--- src/cmtw_pkg.sv ---
package cmtw_pkg;

  // ----------------------------------------------------------------------
  // widths and reset values
  // ----------------------------------------------------------------------
  localparam int          CntWidth       = 16;
  localparam logic [15:0] CounterReset   = 16'h0000;
  localparam logic [15:0] PeriodReset    = 16'hffff;
  localparam logic [15:0] CountOne       = 16'h0001;

  // ----------------------------------------------------------------------
  // prescaler
  // ----------------------------------------------------------------------
  localparam int          PreWidth       = 9;
  localparam logic [8:0]  PreZero        = 9'h000;
  localparam logic [8:0]  PreOne         = 9'h001;
  localparam logic [8:0]  PreMaskDiv8    = 9'h007;
  localparam logic [8:0]  PreMaskDiv32   = 9'h01f;
  localparam logic [8:0]  PreMaskDiv128  = 9'h07f;
  localparam logic [8:0]  PreMaskDiv512  = 9'h1ff;

  typedef enum logic [1:0] {
    CMTW_DIV8   = 2'b00,
    CMTW_DIV32  = 2'b01,
    CMTW_DIV128 = 2'b10,
    CMTW_DIV512 = 2'b11
  } cmtw_div_t;

  // ----------------------------------------------------------------------
  // counter write request from the peripheral bus
  // ----------------------------------------------------------------------
  typedef struct packed {
    logic        commit;
    logic        wrHi;
    logic        wrLo;
    logic [15:0] data;
  } cmtw_cnt_wr_t;

  typedef enum logic [1:0] {
    CMTW_BUS_IDLE = 2'b00,
    CMTW_BUS_T1   = 2'b01,
    CMTW_BUS_T2   = 2'b10
  } cmtw_bus_state_t;

endpackage : cmtw_pkg

--- src/cmtw_prescaler.sv ---
`timescale 1ns/1ps
`default_nettype none

module cmtw_prescaler (
  input  wire logic              core_clk,
  input  wire logic              rst,
  input  wire logic              countRun,
  input  wire cmtw_pkg::cmtw_div_t divSelect,
  output logic                   countTick
);

  logic [cmtw_pkg::PreWidth-1:0] preCnt_reg;
  logic [cmtw_pkg::PreWidth-1:0] preCnt_next;
  logic [cmtw_pkg::PreWidth-1:0] preMask;

  // ----------------------------------------------------------------------
  // divider
  // ----------------------------------------------------------------------
  always_comb begin
    unique case (divSelect)
      cmtw_pkg::CMTW_DIV8:   preMask = cmtw_pkg::PreMaskDiv8;
      cmtw_pkg::CMTW_DIV32:  preMask = cmtw_pkg::PreMaskDiv32;
      cmtw_pkg::CMTW_DIV128: preMask = cmtw_pkg::PreMaskDiv128;
      cmtw_pkg::CMTW_DIV512: preMask = cmtw_pkg::PreMaskDiv512;
    endcase
  end

  // stopped prescaler restarts from zero so the first tick is a full period
  always_comb begin
    if (!countRun) begin
      preCnt_next = cmtw_pkg::PreZero;
    end else begin
      preCnt_next = preCnt_reg + cmtw_pkg::PreOne;
    end
  end

  always_ff @(posedge core_clk) begin
    if (rst) begin
      preCnt_reg <= cmtw_pkg::PreZero;
    end else begin
      preCnt_reg <= preCnt_next;
    end
  end

  // tick on the last count of each divided period
  assign countTick = countRun && ((preCnt_reg & preMask) == preMask);

endmodule : cmtw_prescaler

`default_nettype wire

--- src/cmtw_timer.sv ---
// Notes on behaviour
// - A compare match in the commit cycle of a counter write clears the counter and the write data is dropped.
// - An increment in the commit cycle of a word write is lost and the written word is loaded.
// - An increment in the commit cycle of a byte write leaves the written byte exactly as written.
// - The unwritten byte of a colliding byte write keeps its pre-write value with no carry.
// - While running, the counter advances once per tick of the clock divided by 8, 32, 128 or 512 per the select code.
// - When the counter equals the period it returns to zero, sets the match flag and counts on from zero.
// - The match interrupt is asserted only while the match flag and its enable are both set.
// - After reset the counter reads zero and the period reads all ones.
`timescale 1ns/1ps
`default_nettype none

module cmtw_timer (
  input  wire logic        core_clk,
  input  wire logic        rst,
  input  wire logic        countRun,
  input  wire logic        dividerSelectHi,
  input  wire logic        dividerSelectLo,
  input  wire logic        matchIrqEnable,
  input  wire logic        busReq,
  input  wire logic        busWrHi,
  input  wire logic        busWrLo,
  input  wire logic [15:0] busWrData,
  input  wire logic        periodWr,
  input  wire logic [15:0] periodWrData,
  input  wire logic        matchFlagClear,
  output logic [15:0]      upCounter,
  output logic [15:0]      periodConstant,
  output logic             matchFlag,
  output logic             matchInterrupt,
  output logic             busBusy
);

  cmtw_pkg::cmtw_div_t             divSelect;
  logic                            countTick;
  cmtw_pkg::cmtw_bus_state_t       busState_reg;
  cmtw_pkg::cmtw_bus_state_t       busState_next;
  cmtw_pkg::cmtw_cnt_wr_t          wrHold_reg;
  cmtw_pkg::cmtw_cnt_wr_t          wrHold_next;
  cmtw_pkg::cmtw_cnt_wr_t          wrNow;
  logic [15:0]                     cnt_reg;
  logic [15:0]                     cnt_next;
  logic [15:0]                     period_reg;
  logic [15:0]                     period_next;
  logic                            flag_reg;
  logic                            flag_next;
  logic                            matchPend_reg;
  logic                            matchPend_next;
  logic                            compareMatch;

  assign divSelect = cmtw_pkg::cmtw_div_t'({dividerSelectHi, dividerSelectLo});

  cmtw_prescaler u_prescaler (
    .core_clk  (core_clk),
    .rst       (rst),
    .countRun  (countRun),
    .divSelect (divSelect),
    .countTick (countTick)
  );

  // ----------------------------------------------------------------------
  // bus write cycle: T1 latches the request, T2 commits it
  // ----------------------------------------------------------------------
  always_comb begin
    busState_next = busState_reg;
    wrHold_next   = wrHold_reg;
    unique case (busState_reg)
      cmtw_pkg::CMTW_BUS_IDLE: begin
        if (busReq && (busWrHi || busWrLo)) begin
          busState_next     = cmtw_pkg::CMTW_BUS_T1;
          wrHold_next.wrHi  = busWrHi;
          wrHold_next.wrLo  = busWrLo;
          wrHold_next.data  = busWrData;
        end
      end
      cmtw_pkg::CMTW_BUS_T1: begin
        busState_next = cmtw_pkg::CMTW_BUS_T2;
      end
      cmtw_pkg::CMTW_BUS_T2: begin
        busState_next = cmtw_pkg::CMTW_BUS_IDLE;
      end
      default: begin
        busState_next = cmtw_pkg::CMTW_BUS_IDLE;
      end
    endcase
    wrHold_next.commit = 1'b0;
  end

  always_comb begin
    wrNow        = wrHold_reg;
    wrNow.commit = (busState_reg == cmtw_pkg::CMTW_BUS_T2);
  end

  assign busBusy = (busState_reg != cmtw_pkg::CMTW_BUS_IDLE);

  // ----------------------------------------------------------------------
  // counter, match and contention
  // ----------------------------------------------------------------------
  // the match signal fires on the tick that would move past the match value,
  // so a match written by software only takes effect at the next input clock
  assign compareMatch = countTick && (cnt_reg == period_reg);

  always_comb begin
    cnt_next = cnt_reg;
    if (compareMatch) begin
      cnt_next = cmtw_pkg::CounterReset;
    end else if (wrNow.commit) begin
      // write wins over a tick; unwritten byte keeps its old value
      cnt_next[15:8] = wrNow.wrHi ? wrNow.data[15:8] : cnt_reg[15:8];
      cnt_next[7:0]  = wrNow.wrLo ? wrNow.data[7:0]  : cnt_reg[7:0];
    end else if (countTick) begin
      cnt_next = cnt_reg + cmtw_pkg::CountOne;
    end
  end

  always_comb begin
    period_next    = periodWr ? periodWrData : period_reg;
    matchPend_next = compareMatch;
    // a fresh match beats a simultaneous clear
    if (matchPend_reg) begin
      flag_next = 1'b1;
    end else if (matchFlagClear) begin
      flag_next = 1'b0;
    end else begin
      flag_next = flag_reg;
    end
  end

  always_ff @(posedge core_clk) begin
    if (rst) begin
      busState_reg  <= cmtw_pkg::CMTW_BUS_IDLE;
      wrHold_reg    <= '0;
      cnt_reg       <= cmtw_pkg::CounterReset;
      period_reg    <= cmtw_pkg::PeriodReset;
      flag_reg      <= 1'b0;
      matchPend_reg <= 1'b0;
    end else begin
      busState_reg  <= busState_next;
      wrHold_reg    <= wrHold_next;
      cnt_reg       <= cnt_next;
      period_reg    <= period_next;
      flag_reg      <= flag_next;
      matchPend_reg <= matchPend_next;
    end
  end

  assign upCounter      = cnt_reg;
  assign periodConstant = period_reg;
  assign matchFlag      = flag_reg;
  assign matchInterrupt = flag_reg && matchIrqEnable;

endmodule : cmtw_timer

`default_nettype wire

--- config.mk ---
export PLATFORM = sky130hd
export DESIGN_NAME = cmtw_timer
export DESIGN_NICKNAME = d
export VERILOG_FILES = /design/src/cmtw_pkg.sv /design/src/cmtw_prescaler.sv /design/src/cmtw_timer.sv
export SDC_FILE = /design/constraint.sdc
export NUM_CORES = 1
export LEC_CHECK = 0
export BUFFER_PORTS_ARGS = -buffer_cell sky130_fd_sc_hd__buf_2
export CAP_MARGIN = 20
export CORE_UTILIZATION = 42
export CTS_CLUSTER_DIAMETER = 60
export DETAILED_ROUTE_END_ITERATION = 12
export PLACE_DENSITY_LB_ADDON = 0.05
export SLEW_MARGIN = 5
export SYNTH_ARGS = -nofsm -noshare
export SYNTH_HDL_FRONTEND = slang
export SYNTH_SLANG_ARGS = --single-unit
--- constraint.sdc ---
create_clock -name core_clk -period 2.2 [get_ports core_clk]
set_input_delay 0.44 -clock core_clk [delete_from_list [all_inputs] [get_ports core_clk]]
set_output_delay 0.44 -clock core_clk [all_outputs]
set_load 0.1 [all_outputs]
==> results of run 1 <==
logic make-up after synthesis:
logic type,count (synthesis)
fa+ha+maj,2
flops,63
simple gates,155
buf+inv,22
compound gates,84
xor+xnor,25
mux,2
worst reg2reg max path: stages (launching register included):
cell and delay, ps:
dfxtp_1 360, ha_1 240, nand3_1 190, or3_4 440
nor2_4 180, a311oi_1 140, nor4_2 280
stage by stage:
step                instance area, sq um  util [%]
floorplan                           2990         -
global placement                    3460      50.7
detailed placement                  3460      50.7
CTS                                 3690      54.0
global route                        3690      54.0
finish                              3690      54.0
report_power, final:
group / switching [uW] / leakage, uW / internal, uW
Clock: 445 / 0.000114 / 700
Sequential: 35.5 / 0.000520 / 1190
Combinational: 279 / 0.000812 / 108
Total: 759 / 0.00145 / 1990
worst paths after layout:
path                        startpoint                 end  slack (ps)
max          u_prescaler.preCnt_reg[0]        upCounter[8]         280
min                   periodWrData[12]  periodConstant[12]         310
min reg2reg              matchPend_reg           matchFlag         440
max reg2reg  u_prescaler.preCnt_reg[0]        upCounter[8]         280
per-layer routing:
layer | wire [um] | track usage, % | vias to the layer above
met2 | 3480 | 33.9 | 90
met1 | 3560 | 29.5 | 1266
met3 | 458 | 5.87 | 13
met5 | 0 | 0 | -
met4 | 159 | 9.39 | 0
li1 | - | - | 1402
area by class of cell:
cell class / instances / area share (%)
clock buffer: 13 / 4.31
tap: 96 / 3.26
clock inverter: 3 / 1.76
multi-input combinational: 268 / 44.0
timing repair buffer: 84 / 11.9
sequential: 63 / 34.5
inverter: 3 / 0.305
cells in the final DEF, fill, tap and decap left out, types with 3 or more instances in the layout:
cell type   n
and3_1      6
xor2_1      4
buf_2      77
xnor2_1    21
nor4_1      3
nand3_1    12
a21oi_1    31
nor2_1     29
o31ai_1     4
dfxtp_1    54
nand4_1     9
nand2_1    55
clkbuf_8   11
buf_4       7
nor3_1      3
inv_1       3
nor2b_1    16
dfxtp_2     9
a211o_1    16
a211oi_1    4
o21ai_0     6
a31oi_1     5
==> impl_metrics.ini, run 1 <==
[synth]
synth_most_common_cell = dfxtp_1
synth_edf_count = 0
synth_top_family_by_area = simple AND/OR/NAND/NOR gates
synthArstFlopShare_pct = 0
synth_flop_cell = dfxtp_1
synth_xor_area_share_pct = 7.36
yosysSeqAreaShare_pct = 42.4
yosys.area.top_type = dfxtp_1
synth-compound-area-share_pct = 18.8
synth_top_area_share_pct = 42.4
muxShareOfSynthArea_pct = 0.673
ys_warn_count = 0
synth.area.top_cells = dfxtp_1 42%, nand2_1 6.9%, xnor2_1 6.2%
ys_ff_latch = 63
synth_nets = 398
postSynthCellCount = 353
synthSimpleGateAreaFrac_pct = 26.9
syn_area_sq_um = 2970
avgSynthCellArea_sq_um = 8.43
ys_types = 52
synth_common_cells = 63 x dfxtp_1, 55 x nand2_1, 31 x a21oi_1
yosys.area_share.adder_pct = 0.841

[worst_setup_path]
arrival_ps = 2160
critical_path.top_delay_family = simple AND/OR/NAND/NOR gates
required_ps = 2440
slowest_delay_ps = 440
cp_num_buf_inv = 0
crit_fanout = 6
worstSetupStartpointType = flip-flop
criticalPathCategory = flip-flop to flip-flop
slowest_stage = or3_4
end_kind = flip-flop
cp.depth = 6
crit_chain = ha_1 > nand3_1 > or3_4 > nor2_4 > a311oi_1 > nor4_2
r2r_cells = 6

[cts]
cts_tree = done
root_buffer = clkbuf_8
ctsHoldBuffers = 0
cts_made_buffers = 9
postCtsSetupRepairBufs = 0
clock_sinks = 63
clkTransAtPathRegs_ps = 70
ctsResizeCount = 0
htreeDepth = 3
clkLatencyLatePin_ps = 340
cts.path.max_buffers = 2

[final_layout]
insertedDiodeCount = 0
largest_reg_flops = 18
nFillCells = 701
instances_no_fill = 530
area_growth_pct = 24.0
multi_input_area_sq_um = 1620
ff_latch_area_sq_um = 1270
drive_above_1_share_pct = 27.6
nets = 474

[global_route]
grt_usage_pct = 22.2
antenna_found_initial = 0
grt_max_degree = 33
grt_pass1_vias = 2550
grt_pass1_wl_um = 12600
overflow = 0

[die]
start_util_pct = 43.5
design.die.area_sq_um = 7420
io_pins = 78
rows = 30
fp.dieW_um = 86.2
design.core.area_sq_um = 6830
die_y_um = 86.2

[flow_run]
maxCapViolations = 0

[status]
status = finished clean

[timing]
hold_viol = 0
post-route-period-util_pct = 87.4
fin_crit_ps = 1920
grt_setup_unrepaired = false
clock_skew_ps = 7.89
setup_tns_ps = 0
tightest_slew_ps = 530
finalWorstSetupSlack_ps = 277
holdWs_ps = 305
max_freq_mhz = 520
setup_viol = 0
slew_violations = 0
maxSlewHeadroom_pct = 64.6

[power]
p_leak_uw = 0.00145
p_per_area_nw_per_um2 = 746
totalPowerFinal_uw = 2750
ir_drop_mv = 0.384

[route]
antenna_left = 0
dr.pass1.iters = 5
wirelength_um = 7660
avgRoutedWirePerCell_um = 14.5
via_per_inst = 5.23
drt_iter0_drc = 144
drc = 0
via_count = 2771

[placed_design]
dpl.cell_count = 514
dpl.hpwl_um = 5560
gp_congestion = 0.885
numPortBuffers = 77
dp_slack_ps = 326

[worst_hold_path]
hold_path.class = input pin to flip-flop
holdPathStages = 2
No activity file was read; power rests on OpenSTA's default activity.
==> run 2, diff against run 1 <==
==> constraint.sdc (replaced) <==
create_clock -name core_clk -period 1.7 [get_ports core_clk]
set_input_delay 0.34 -clock core_clk [delete_from_list [all_inputs] [get_ports core_clk]]
set_output_delay 0.34 -clock core_clk [all_outputs]
set_load 0.1 [all_outputs]
==> impl_metrics.ini, run 2 (synthesized netlist as in run 1, its figures left out) <==
[timing]
setup_tns_ps = 0
slew_violations = 0
post-route-period-util_pct = 96.2
maxSlewHeadroom_pct = 64.8
grt_setup_unrepaired = true
clock_skew_ps = 9.39
setup_viol = 0
finalWorstSetupSlack_ps = 64.1
holdWs_ps = 205
max_freq_mhz = 611
tightest_slew_ps = 528
fin_crit_ps = 1640
hold_viol = 0

[worst_setup_path]
slowest_delay_ps = 410
end_kind = flip-flop
worstSetupStartpointType = flip-flop
required_ps = 1920
slowest_stage = or3_4
crit_fanout = 5
crit_chain = ha_4 > nand3_4 > or3_4 > nor2_4 > buf_4 > and3_1 > nor4_2
criticalPathCategory = flip-flop to flip-flop
critical_path.top_delay_family = simple AND/OR/NAND/NOR gates
arrival_ps = 1850
cp_num_buf_inv = 1

[power]
p_per_area_nw_per_um2 = 828
p_leak_uw = 0.00153
ir_drop_mv = 0.563

[cts]
clock_sinks = 63
cts_tree = done
ctsHoldBuffers = 0
htreeDepth = 3
cts_made_buffers = 9
clkTransAtPathRegs_ps = 70
cts.path.max_buffers = 2
root_buffer = clkbuf_8
clkLatencyLatePin_ps = 340

[die]
design.die.area_sq_um = 7420
start_util_pct = 43.5
rows = 30
io_pins = 78
design.core.area_sq_um = 6830
die_y_um = 86.2
fp.dieW_um = 86.2

[final_layout]
nFillCells = 677
area_growth_pct = 31.8
drive_above_1_share_pct = 38.2
largest_reg_flops = 18
layout_common_cells = 77 x buf_2, 55 x nand2_1, 31 x a21oi_1
insertedDiodeCount = 0
instances_no_fill = 549
utilization_pct = 57.4
mostFrequentLayoutCell = buf_2
ff_latch_area_sq_um = 1330
nets = 493
multi_input_area_sq_um = 1700

[global_route]
grt_max_degree = 33
grt_pass1_wl_um = 12500
antenna_found_initial = 0
overflow = 0
grt_usage_pct = 22.0
grt_pass1_vias = 2637

[worst_hold_path]
hold_path.class = input pin to flip-flop

[flow_run]
maxCapViolations = 0

[placed_design]
dpl.cell_count = 526
gp_congestion = 0.938
dpl.hpwl_um = 5790
dp_slack_ps = -53.2
numPortBuffers = 77

[route]
antenna_left = 0
dr.pass1.iters = 5
wirelength_um = 7680
drc = 0
via_per_inst = 5.14
via_count = 2821
avgRoutedWirePerCell_um = 14.0
drt_iter0_drc = 126

[status]
status = finished clean
-- run 2: cell count changes in the layout (fill, tap and decap cells not counted), sizes merged --
| cell | change |
|---|---|
| bufinv | -2 |
| buf | +19 |
| clkbuf | +2 |
-- run 2: stage by stage --
step / power, uW / area, sq um
finish: 3250 / 3920
global route: 3390 / 3920
CTS: 3280 / 3850
detailed placement: 2130 / 3640
global placement: 2120 / 3640
floorplan: 1980 / 3070
-- run 2: area by class of cell --
class / count / area share, %
inverters: 3 / 0.287
multi-input cells: 268 / 43.3
clock inverters: 1 / 0.128
flip-flops and latches: 63 / 33.9
clock buffers: 15 / 4.24
repair buffers: 103 / 15.1
well taps: 96 / 3.06
-- run 2: power breakdown --
group | total, uW | internal [uW] | switching (uW) | leakage [uW]
combinational | 524 | 158 | 366 | 0.000915
sequential | 1570 | 1530 | 46.5 | 0.000523
clock | 1150 | 609 | 538 | 0.0000877
-- run 2: metal layers --
metal / GRT usage, % / share of wire (%) / vias to the layer above
met4: 7.88 / 1.8 / 0
met1: 28.3 / 45 / 1289
li1: - / - / 1438
met5: 0 / 0 / -
met3: 6.54 / 5.6 / 13
met2: 34.9 / 47 / 81
-- run 2: path summary, 6_finish.rpt --
check                                          startpoint                  to  slack, ps  cells past startpoint
worst max-delay path            u_prescaler.preCnt_reg[1]        upCounter[8]         60                      7
worst min-delay path                     periodWrData[14]  periodConstant[14]        200                      2
worst max register to register  u_prescaler.preCnt_reg[1]        upCounter[8]         60                      7
worst min register to register             wrHold_reg[15]      wrHold_reg[15]        460                      2
-- run 2: what timing repair did --
item	in CTS	in global routing
setup endpoints to repair	4	12
hold endpoints to repair	0	0
resized for setup	4	8
buffers inserted	2	5
cloned	0	0
pin swaps	2	6
